==> src/rtl/rtc_count_map.vh <==
// Contract
// - Update mode 0 means off, 2 means auto; 1 and 3 reserved.
// - Readable count refreshes only as the update mode chooses; off never refreshes (a counter reset still zeroes the view in every mode).
// - Debug action 0 halts counting in debug mode; 1 ignores debug; resets 0.
// - Read-only count register shows the counter, resets to zero, ignores writes.
// - On reaching the active wrap limit the counter returns to zero next step.
// - An all-ones wrap limit gives a free-running full-range 32-bit counter.
// - Wrap limit writes go to a shadow, moved to active at each step that wraps the counter to zero.
// - A counter reset loads the shadowed wrap limit into the active limit.
// - Alarm writes go to a shadow, moved at the step that wraps the counter to zero or at counter reset.
// - Counting ticks divide the counter clock by two to the divider field.
// - Counter reset clears the count; reset-done reads 0 until it finishes.
// - Reaching the active alarm sets a write-one-to-clear status; mask gates interrupt.
// - Reaching the active limit sets a write-one-to-clear status; mask gates interrupt.
`ifndef RTC_COUNT_MAP_VH
`define RTC_COUNT_MAP_VH

`define ADDR_RUN_CONTROL 8'h00
`define ADDR_IRQ_STATUS 8'h20
`define ADDR_IRQ_MASKED 8'h24
`define ADDR_IRQ_MASK 8'h28
`define ADDR_COUNTER_CONFIG 8'h40
`define ADDR_COUNT_VALUE 8'h50
`define ADDR_WRAP_LIMIT 8'h60
`define ADDR_ALARM_COMPARE 8'h70
`define ADDR_TICK_PRESCALE 8'h80

`define BIT_START 0
`define BIT_STOP 1
`define BIT_CNT_RESET 2
`define BIT_RUNNING 16
`define BIT_RESET_DONE 17
`define BIT_SYS_READY 18
`define BIT_ALARM 15
`define BIT_UPPER 16
`define BIT_DBG_ACT 4
`define UPD_MODE_LO 8
`define UPD_MODE_HI 9
`define DIV_LO 8
`define DIV_HI 11

`define UPD_OFF 2'h0
`define UPD_AUTO 2'h2
`define LIMIT_RESET 32'hFFFFFFFF
`define MASK_RESET 2'h3

`endif
==> src/rtl/rtc_count_core.v <==
`timescale 1ns/100ps
`include "rtc_count_map.vh"

module rtc_count_core (
  input wire clock,
  input wire rst_n,
  input wire [7:0] addr,
  input wire [31:0] wdata,
  input wire wr_stb,
  input wire rd_stb,
  output reg [31:0] rdata,
  input wire counter_clk_pin,
  input wire debug_halt_pin,
  output wire irq
);

  ////////////////////////////////////////////////////////////////////////////
  // Pin synchronisers: a change counts once stages two and three agree.
  reg [2:0] cclk_sync_q;
  reg [2:0] dbg_sync_q;
  reg cclk_level_q;
  reg dbg_level_q;
  wire cclk_edge;

  always @(posedge clock) begin
    if (!rst_n) begin
      cclk_sync_q <= 3'h0;
      dbg_sync_q <= 3'h0;
      cclk_level_q <= 1'b0;
      dbg_level_q <= 1'b0;
    end else begin
      cclk_sync_q <= {cclk_sync_q[1:0], counter_clk_pin};
      dbg_sync_q <= {dbg_sync_q[1:0], debug_halt_pin};
      if (cclk_sync_q[1] == cclk_sync_q[2]) begin
        cclk_level_q <= cclk_sync_q[2];
      end
      if (dbg_sync_q[1] == dbg_sync_q[2]) begin
        dbg_level_q <= dbg_sync_q[2];
      end
    end
  end

  assign cclk_edge = (cclk_sync_q[1] == cclk_sync_q[2]) && cclk_sync_q[2] && !cclk_level_q;

  ////////////////////////////////////////////////////////////////////////////
  // Registers.
  reg [31:0] count_q;
  reg [31:0] count_view_q;
  reg [31:0] wrap_shadow_q;
  reg [31:0] wrap_active_q;
  reg [31:0] alarm_shadow_q;
  reg [31:0] alarm_active_q;
  reg [3:0] prescale_q;
  reg [1:0] upd_mode_q;
  reg dbg_act_q;
  reg running_q;
  reg reset_busy_q;
  reg sys_ready_q;
  reg [1:0] status_q;
  reg [1:0] mask_q;
  reg [15:0] pre_q;

  wire wr_run = wr_stb && (addr == `ADDR_RUN_CONTROL);
  wire wr_cfg = wr_stb && (addr == `ADDR_COUNTER_CONFIG);
  wire wr_wrap = wr_stb && (addr == `ADDR_WRAP_LIMIT);
  wire wr_alarm = wr_stb && (addr == `ADDR_ALARM_COMPARE);
  wire wr_div = wr_stb && (addr == `ADDR_TICK_PRESCALE);
  wire wr_status = wr_stb && (addr == `ADDR_IRQ_STATUS);
  wire wr_mask = wr_stb && (addr == `ADDR_IRQ_MASK);
  wire start_req = wr_run && wdata[`BIT_START];
  wire stop_req = wr_run && wdata[`BIT_STOP];
  wire reset_req = wr_run && wdata[`BIT_CNT_RESET];

  ////////////////////////////////////////////////////////////////////////////
  // Tick divider and count step.
  wire [15:0] div_mask = ~(16'hFFFF << prescale_q);
  wire div_tick = cclk_edge && ((pre_q & div_mask) == div_mask);
  wire frozen = dbg_level_q && !dbg_act_q;
  wire step = div_tick && running_q && !frozen && !reset_busy_q;
  wire at_wrap = (count_q == wrap_active_q);
  wire [31:0] count_next = at_wrap ? 32'h00000000 : count_q + 32'h00000001;
  wire hit_upper = step && (count_next == wrap_active_q);
  wire hit_alarm = step && (count_next == alarm_active_q);

  always @(posedge clock) begin
    if (!rst_n) begin
      pre_q <= 16'h0000;
    end else if (reset_busy_q) begin
      pre_q <= 16'h0000;
    end else if (cclk_edge && running_q) begin
      pre_q <= pre_q + 16'h0001;
    end
  end

  // The counter reset takes one cycle; shadows load into the active copies
  // so new limits apply at once instead of waiting for the next wrap.
  always @(posedge clock) begin
    if (!rst_n) begin
      count_q <= 32'h00000000;
      wrap_active_q <= `LIMIT_RESET;
      alarm_active_q <= `LIMIT_RESET;
      reset_busy_q <= 1'b0;
      running_q <= 1'b0;
      sys_ready_q <= 1'b0;
    end else begin
      sys_ready_q <= 1'b1;
      reset_busy_q <= reset_req;
      if (reset_busy_q) begin
        count_q <= 32'h00000000;
        wrap_active_q <= wrap_shadow_q;
        alarm_active_q <= alarm_shadow_q;
      end else if (step) begin
        count_q <= count_next;
        if (at_wrap) begin
          wrap_active_q <= wrap_shadow_q;
          alarm_active_q <= alarm_shadow_q;
        end
      end
      if (stop_req) begin
        running_q <= 1'b0;
      end else if (start_req) begin
        running_q <= 1'b1;
      end
    end
  end

  // Auto-update copies every cycle; it is safe only when ticks are slow
  // relative to this clock, which is why software must choose it.
  always @(posedge clock) begin
    if (!rst_n) begin
      count_view_q <= 32'h00000000;
    end else if (reset_busy_q) begin
      count_view_q <= 32'h00000000;
    end else if (upd_mode_q == `UPD_AUTO) begin
      count_view_q <= count_q;
    end
  end

  always @(posedge clock) begin
    if (!rst_n) begin
      wrap_shadow_q <= `LIMIT_RESET;
      alarm_shadow_q <= `LIMIT_RESET;
      prescale_q <= 4'h0;
      upd_mode_q <= `UPD_OFF;
      dbg_act_q <= 1'b0;
      mask_q <= `MASK_RESET;
    end else begin
      if (wr_wrap) begin
        wrap_shadow_q <= wdata;
      end
      if (wr_alarm) begin
        alarm_shadow_q <= wdata;
      end
      if (wr_div) begin
        prescale_q <= wdata[`DIV_HI:`DIV_LO];
      end
      if (wr_cfg) begin
        upd_mode_q <= wdata[`UPD_MODE_HI:`UPD_MODE_LO];
        dbg_act_q <= wdata[`BIT_DBG_ACT];
      end
      if (wr_mask) begin
        mask_q <= {wdata[`BIT_UPPER], wdata[`BIT_ALARM]};
      end
    end
  end

  ////////////////////////////////////////////////////////////////////////////
  // Sticky status: a new event beats a same-cycle write-one-to-clear.
  wire [1:0] events = {hit_upper, hit_alarm};
  wire [1:0] clr_bits = wr_status ? {wdata[`BIT_UPPER], wdata[`BIT_ALARM]} : 2'h0;

  always @(posedge clock) begin
    if (!rst_n) begin
      status_q <= 2'h0;
    end else begin
      status_q <= (status_q & ~clr_bits) | events;
    end
  end

  wire [1:0] masked = status_q & ~mask_q;
  assign irq = |masked;

  ////////////////////////////////////////////////////////////////////////////
  // Read port: data appear in the cycle after the strobe, else zero.
  reg [31:0] rd_d;

  always @* begin
    rd_d = 32'h00000000;
    if (addr == `ADDR_RUN_CONTROL) begin
      rd_d[`BIT_SYS_READY] = sys_ready_q;
      rd_d[`BIT_RESET_DONE] = sys_ready_q && !reset_busy_q;
      rd_d[`BIT_RUNNING] = running_q;
    end else if (addr == `ADDR_IRQ_STATUS) begin
      rd_d[`BIT_UPPER] = status_q[1];
      rd_d[`BIT_ALARM] = status_q[0];
    end else if (addr == `ADDR_IRQ_MASKED) begin
      rd_d[`BIT_UPPER] = masked[1];
      rd_d[`BIT_ALARM] = masked[0];
    end else if (addr == `ADDR_IRQ_MASK) begin
      rd_d[`BIT_UPPER] = mask_q[1];
      rd_d[`BIT_ALARM] = mask_q[0];
    end else if (addr == `ADDR_COUNTER_CONFIG) begin
      rd_d[`UPD_MODE_HI:`UPD_MODE_LO] = upd_mode_q;
      rd_d[`BIT_DBG_ACT] = dbg_act_q;
    end else if (addr == `ADDR_COUNT_VALUE) begin
      rd_d = count_view_q;
    end else if (addr == `ADDR_WRAP_LIMIT) begin
      rd_d = wrap_shadow_q;
    end else if (addr == `ADDR_ALARM_COMPARE) begin
      rd_d = alarm_shadow_q;
    end else if (addr == `ADDR_TICK_PRESCALE) begin
      rd_d[`DIV_HI:`DIV_LO] = prescale_q;
    end
  end

  always @(posedge clock) begin
    if (!rst_n) begin
      rdata <= 32'h00000000;
    end else if (rd_stb) begin
      rdata <= rd_d;
    end else begin
      rdata <= 32'h00000000;
    end
  end

endmodule // rtc_count_core

==> config.mk <==
export PLATFORM = sky130hd
export DESIGN_NAME = rtc_count_core
export DESIGN_NICKNAME = d
export VERILOG_FILES = /design/src/rtl/rtc_count_core.v
export VERILOG_INCLUDE_DIRS = /design/src /design/src/rtl
export SDC_FILE = /design/constraint.sdc
export NUM_CORES = 1
export LEC_CHECK = 0
export ABC_AREA = 0
export BUFFER_PORTS_ARGS = -buffer_cell sky130_fd_sc_hd__clkbuf_2
export CAP_MARGIN = 20
export CORE_ASPECT_RATIO = 0.5
export CORE_UTILIZATION = 56
export CTS_BUF_LIST = sky130_fd_sc_hd__clkbuf_8 sky130_fd_sc_hd__clkbuf_16
export CTS_CLUSTER_DIAMETER = 50
export DETAILED_ROUTE_END_ITERATION = 8
export GPL_ROUTABILITY_DRIVEN = 0
export PLACE_DENSITY = 0.85
export RECOVER_POWER = 50
export SLEW_MARGIN = 20
export SYNTH_ARGS = -nofsm -noshare
export SYNTH_HDL_FRONTEND = slang
export SYNTH_SLANG_ARGS = --single-unit
==> constraint.sdc <==
create_clock -name clock -period 4.31 [get_ports clock]
set_clock_uncertainty 0.05 [all_clocks]
set_input_delay 0.2155 -clock clock [delete_from_list [all_inputs] [get_ports clock]]
set_output_delay 0.2155 -clock clock [all_outputs]
set_load 0.005 [all_outputs]
# Yosys cells after proc, flatten, opt, wreduce, memory -nomap -nowiden

Cells that the tools add are included.

Bits in registers: 262
Bits in latches: 0
Memory bits (writable): 0
Bits in read-only memories: 0
Input bits: 46
Output and inout port bits: 33
Word-level logic and storage cells: 111
Memories kept: 0

Add/subtract/negate cells: 2
Multipliers: 0
Divide/modulo/power cells: 0
$lt $le $gt $ge: 0
Eq/ne operators: 15
Shift operators: 1
Mux-type cells: 25
Bitwise operators: 9
Reductions and logical operators: 36

Operator list:

| cell                                                | number |
|---|---|
| 2-to-1 mux 32 bit                                   | 9 |
| equality test 32 bit                                | 3 |
| adder 32 x 1 -> 32 bit, second input constant       | 1 |
| equality test 8 x 7 -> 1 bit, second input constant | 4 |
| equality test 8 x 6 -> 1 bit, second input constant | 3 |
| logical AND 1 bit                                   | 21 |
| 2-to-1 mux 20 bit                                   | 1 |
| adder 16 x 1 -> 16 bit, second input constant       | 1 |
| bitwise AND 16 bit                                  | 1 |
| equality test 16 bit                                | 1 |
| 2-to-1 mux 2 bit                                    | 8 |
| inverter 16 bit                                     | 1 |
| << shifter 16 x 4 -> 16 bit, first input constant   | 1 |
| 2-to-1 mux 9 bit                                    | 1 |
| equality test 8 bit, second input constant          | 1 |
| zero test 8 bit                                     | 1 |
| 2-to-1 mux 4 bit                                    | 2 |
| 2-to-1 mux 8 bit                                    | 1 |
| OR reduction 7 bit                                  | 1 |
| OR reduction 2 bit                                  | 3 |
| OR reduction 6 bit                                  | 1 |
| bitwise AND 2 bit                                   | 2 |
| zero test 1 bit                                     | 4 |
| inverter 2 bit                                      | 2 |
| other kinds (9)                                     | 14 |

# Logic depth before layout (Yosys ltp)

Word-level depth: 10
Depth in mapped cells: 13
Gate-level depth less buffers: 9

# Least setup slack after synthesis

No wires, ideal clock.

Kind: register -> register
From: register count_q[0]
To: register status_q[0]
Setup time: 0.087 ns
Arrival time: 2.935 ns
Data required time: 4.173 ns
Path slack: 1.238 ns
Stages on the path, launching flop included: 10
Buffers on the path: 0
Period minus slack after synthesis: 3.072 ns
Cells stage by stage: dfxtp_1 > ha_1 > nand4_2 > nor3_2 > a21oi_1 > or4_1 > a211oi_1 > o221ai_1 > or4_1 > o31ai_1

Longest elaborated chain between the ends: 5
Elaborated cells on any way between the ends: 6
Those cells by class: add/sub: 1; eq/ne: 2; mux: 1; bitwise: 1; reduce/logical: 1

RTL lines:

| what                                                                  | line                                     | RTL |
|---|---|---|
| from (decl)                                                           | rtc_count_core.v:47                      | `reg [31:0] count_q;` |
| from (signal assigned)                                                | rtc_count_core.v:113                     | `count_q <= count_next;` |
| adder 32 x 1 -> 32 bit / equality test 32 bit (equally long branches) | rtc_count_core.v:81, rtc_count_core.v:80 |  |
| 2-to-1 mux 32 bit *                                                   | rtc_count_core.v:81                      | `wire [31:0] count_next = at_wrap ? 32'h00000000 : count_q + 32'h00000001;` |
| equality test 32 bit *                                                | rtc_count_core.v:83                      | `wire hit_alarm = step && (count_next == alarm_active_q);` |
| logical AND 1 bit *                                                   | rtc_count_core.v:83                      |  |
| bitwise OR 2 bit *                                                    | rtc_count_core.v:176                     | `status_q <= (status_q & ~clr_bits) \| events;` |
| to (signal assigned)                                                  | rtc_count_core.v:176                     |  |
| to (decl)                                                             | rtc_count_core.v:59                      | `reg [1:0] status_q;` |

Mark *: on every way between the ends. The rest lies on a longest branch, timed or not.
A chain may end at the register's enable or synchronous reset.

# Final worst setup path

From: register count_q[8]
To: register status_q[0]

Same word-level chain as after synthesis.

==> impl_summary.md <==
Final layout
The final layout net count is 1705. The layout overhead on the synthesized area is 12.4%. The final antenna diode count is 0. The share of layout cells above drive strength 1 is 10.4%.

Cells fill 65.0% of the core in the end.

Die
The number of I/O pins is 79. The initial utilization of the core area, before any placement, comes to 57.8%. From bottom edge to top edge, the die measures 108 um. After floorplanning, the core was divided into 38 placement rows. The floorplan die width is 215 um. The die covers 23300 um2. The core region area is 21900 um2.

CTS
The post-CTS repair timing setup buffer count is 0. Clock tree synthesis selected as its root buffer the cell sky130_fd_sc_hd__clkbuf_16. TritonCTS built the clock tree. The clock transition at the registers of the reported paths is 0.08 ns. The clock latency reported for the late side of the worst-skew pair is 0.54 ns. The number of CTS-inserted buffers is 23. The clock drives 261 sinks. The post-cts resize count is 0.

The H-tree level count is 1. The longest clock path from root to sink contains 3 buffers. Buffers inserted to repair hold after CTS numbered 35.

Global routing
The pin count of the biggest net entering global routing is 99. The total grt overflow is 0. The initial antenna violation count was 0. The first global-routing pass estimated 62.2 mm of wire. The via count of the first global-routing pass is 11467. The total track usage is 33.8%.

Logic synthesis
After synthesis the netlist holds a flip-flop and latch count of 261. Of the synthesized area, sequential elements account for 41.2%. Among all flip-flop cells after synthesis, the most frequent one is sky130_fd_sc_hd__dfxtp_1. The largest area contributor in the netlist is sky130_fd_sc_hd__dfxtp_1. The most frequent cell after synthesis is sky130_fd_sc_hd__nand2_1. Counting instances in the post-synthesis netlist gives the leading cell types as sky130_fd_sc_hd__nand2_1 (373), sky130_fd_sc_hd__dfxtp_1 (261), sky130_fd_sc_hd__nand3_1 (163). The netlist area before placement is 12700 um2. The average instance in the mapped netlist occupies 7.84 um2. Yosys attributes the largest share of cell area to sky130_fd_sc_hd__dfxtp_1 (41%), sky130_fd_sc_hd__nand2_1 (11%), sky130_fd_sc_hd__nand3_1 (6.4%). The number of enable-type register cells in the synthesized netlist is 0.

In the synthesized netlist the async set-or-reset flop fraction comes to 0%. For this run, the number of Yosys warnings is 0. Yosys mapped the design onto 73 distinct sky130hd cell types. The post-synthesis cell count is 1616.

The fraction of synthesized cell area taken by the top area cell type is 41.2%. The net count after synthesis is 1665.

Power and ir drop
The part of the power in combinational logic is 3.5%. The power density over the cells is 328 nW/um2. The share of power burned in the clock network is 44.7%. The fraction of power spent switching nets is 22.6%. IR analysis of the VDD net gives a maximum drop of 301 uV. The total power of the final layout is 4670 uW. The net load switching power is 1060 uW.

For this design the static power due to leakage is 0.00553 uW. The part of the total power dissipated in sequential elements is 51.8%. The internal power summed over all cells is 3620 uW.

STA
The setup slack after layout is 0.639 ns. The total setup violations reported at the end of the flow is 0. For this run, the top clock speed supported by timing is 272 MHz. The final clock period utilization by the worst path is 85.2%. The number of hold-slack violations in the final timing report is 0. The clock period minus worst slack is 3.67 ns.

The final count of pins violating max slew is 89. In the final timing run, aggregate negative setup slack is 0 ns. The remaining max-slew budget at the tightest pin is -51.6%. The slew of the pin with the lowest slew margin is 2.27 ns. Setup repair after global routing left no endpoint under its margin.

Worst setup path
STA classifies the critical path endpoint as a flip-flop. At the worst endpoint, the arrival time is 4.07 ns. In this run the critical register-to-register path is captured at status_q[0]$_SDFF_PN0_. Measured in cells, the most critical reg-to-reg path has a length of 8. The data required time at the worst endpoint is 4.71 ns. The worst reg2reg path startpoint is count_q[8]$_SDFFE_PP0P_. The element type at the critical path start is a flip-flop.

The maximum fanout along the worst path is 11. The register-to-register path setup slack is 0.64 ns. The setup path with the least slack is of type reg2reg.

Worst hold path
The worst hold path begins at addr[6]. The end point of the most critical hold path is prescale_q[3]$_SDFFE_PN0P_. The worst hold path was traced through 4 stages. The path category of the worst min-delay check is in2reg.

Placed design
The count of buffers added on input and output ports is 78. The wire-length estimate of the detail-placed layout is 27.1 mm. At the placement stage, the worst setup path has a slack of 0.729 ns.

Route
The number of remaining DRC errors is 41. The final antenna-violating net count is 0. After detailed routing, the average wire length per cell comes to 20.3 um. The total via count in the routed design is 12652.

In the routed layout, each cell is associated on average with a via count of 6.41. For this run, the detailed router's first-pass iteration total came to 9. The violation count after the first detailed-routing iteration is 2186. The total routed wirelength is 40.0 mm.

Outcome
The flow ran to the end, but the final reports show violations. The final reports fail on design-rule violations, max-capacitance violations, max-slew violations.

Run
The number of violations of the max-capacitance limit is 2.
cell usage in the layout, fill, tap and decap left out, drive strengths merged, types with 15 or more instances in the layout:
| cell type | count |
|---|---|
| inv | 31 |
| a21oi | 93 |
| mux2 | 30 |
| nor3 | 21 |
| o21ai | 28 |
| a22oi | 32 |
| clkbuf | 104 |
| nor4 | 28 |
| dfxtp | 261 |
| nand4 | 19 |
| xor2 | 55 |
| and2 | 15 |
| xnor2 | 27 |
| buf | 25 |
| dlygate4sd3 | 35 |
| nand3 | 163 |
| nand2 | 373 |
| nor2 | 111 |
worst max-delay path, stage by stage (launching register included):
cell	delay, ns
sky130_fd_sc_hd__dfxtp_1	0.61
sky130_fd_sc_hd__nand4_4	0.27
sky130_fd_sc_hd__nor4_2	0.68
sky130_fd_sc_hd__a21oi_1	0.20
sky130_fd_sc_hd__or4_1	0.57
sky130_fd_sc_hd__a211oi_1	0.29
sky130_fd_sc_hd__o221ai_1	0.13
sky130_fd_sc_hd__or4_1	0.53
sky130_fd_sc_hd__o31ai_1	0.24
routing by layer:
layer,up-vias,GRT usage (%),wire (um)
li1,5675,-,-
met4,2,11.7,1470
met1,5902,46.8,16200
met5,-,0,17
met3,168,10.1,5920
met2,905,49.9,16400
power groups by stage:
stage          Clock, uW  Sequential, uW  Combinational, uW
5_1_grt             2190            2420                172
3_5_place_dp           0            2470                131
4_1_cts             2090            2420                157
6_report            2090            2420                164
3_3_place_gp           0            2470                131
2_1_floorplan          0            2470               72.4
area by class of cell:
cell class	instances	area, um2
clock buffer	25	603
clock inverter	17	154
fill	1746	7670
inverter	24	90.1
multi-input combinational	1207	6870
sequential	261	5230
tap	300	375
timing repair buffer	139	927
stage by stage:
step / hold WS (ns) / instance area, um2 / std cells
6_report: 0.141 / 14200 / 1973
5_1_grt: 0.163 / 14200 / 1973
4_1_cts: 0.0208 / 14300 / 1973
3_5_place_dp: 0.374 / 13200 / 1896
3_3_place_gp: 0.368 / 13200 / 1896
2_1_floorplan: 0.193 / 12700 / 1616
worst max path at each step:
| stage | from | endpoint | cells past startpoint |
|---|---|---|---|
| floorplan | count_q[0]$_SDFFE_PP0P_ | status_q[0]$_SDFF_PN0_ | 9 |
| CTS | count_q[8]$_SDFFE_PP0P_ | status_q[0]$_SDFF_PN0_ | 8 |
| global placement | count_q[8]$_SDFFE_PP0P_ | status_q[0]$_SDFF_PN0_ | 8 |
| global route | count_q[8]$_SDFFE_PP0P_ | status_q[0]$_SDFF_PN0_ | 8 |
| finish | count_q[8]$_SDFFE_PP0P_ | status_q[0]$_SDFF_PN0_ | 8 |
| detailed placement | count_q[8]$_SDFFE_PP0P_ | status_q[0]$_SDFF_PN0_ | 8 |
logic make-up (layout without fill, tap and decap cells):
family / after synthesis / after routing / synth area share (%)
compound gates: 262 / 262 / 13.6
xor+xnor: 89 / 89 / 6.93
fa+ha+maj: 3 / 3 / 0.296
buf+inv: 148 / 205 / 4.82
flops: 261 / 261 / 41.2
mux: 39 / 39 / 3.38
simple gates: 814 / 814 / 29.8
state kept, by name (all words and copies together), names as in the netlist, 15 cells and up:
register,cells
alarm_active_q,32
alarm_shadow_q,32
count_q,32
count_view_q,32
pre_q,15
rdata,32
wrap_active_q,32
wrap_shadow_q,32
No activity file was read; power rests on OpenSTA's default activity.
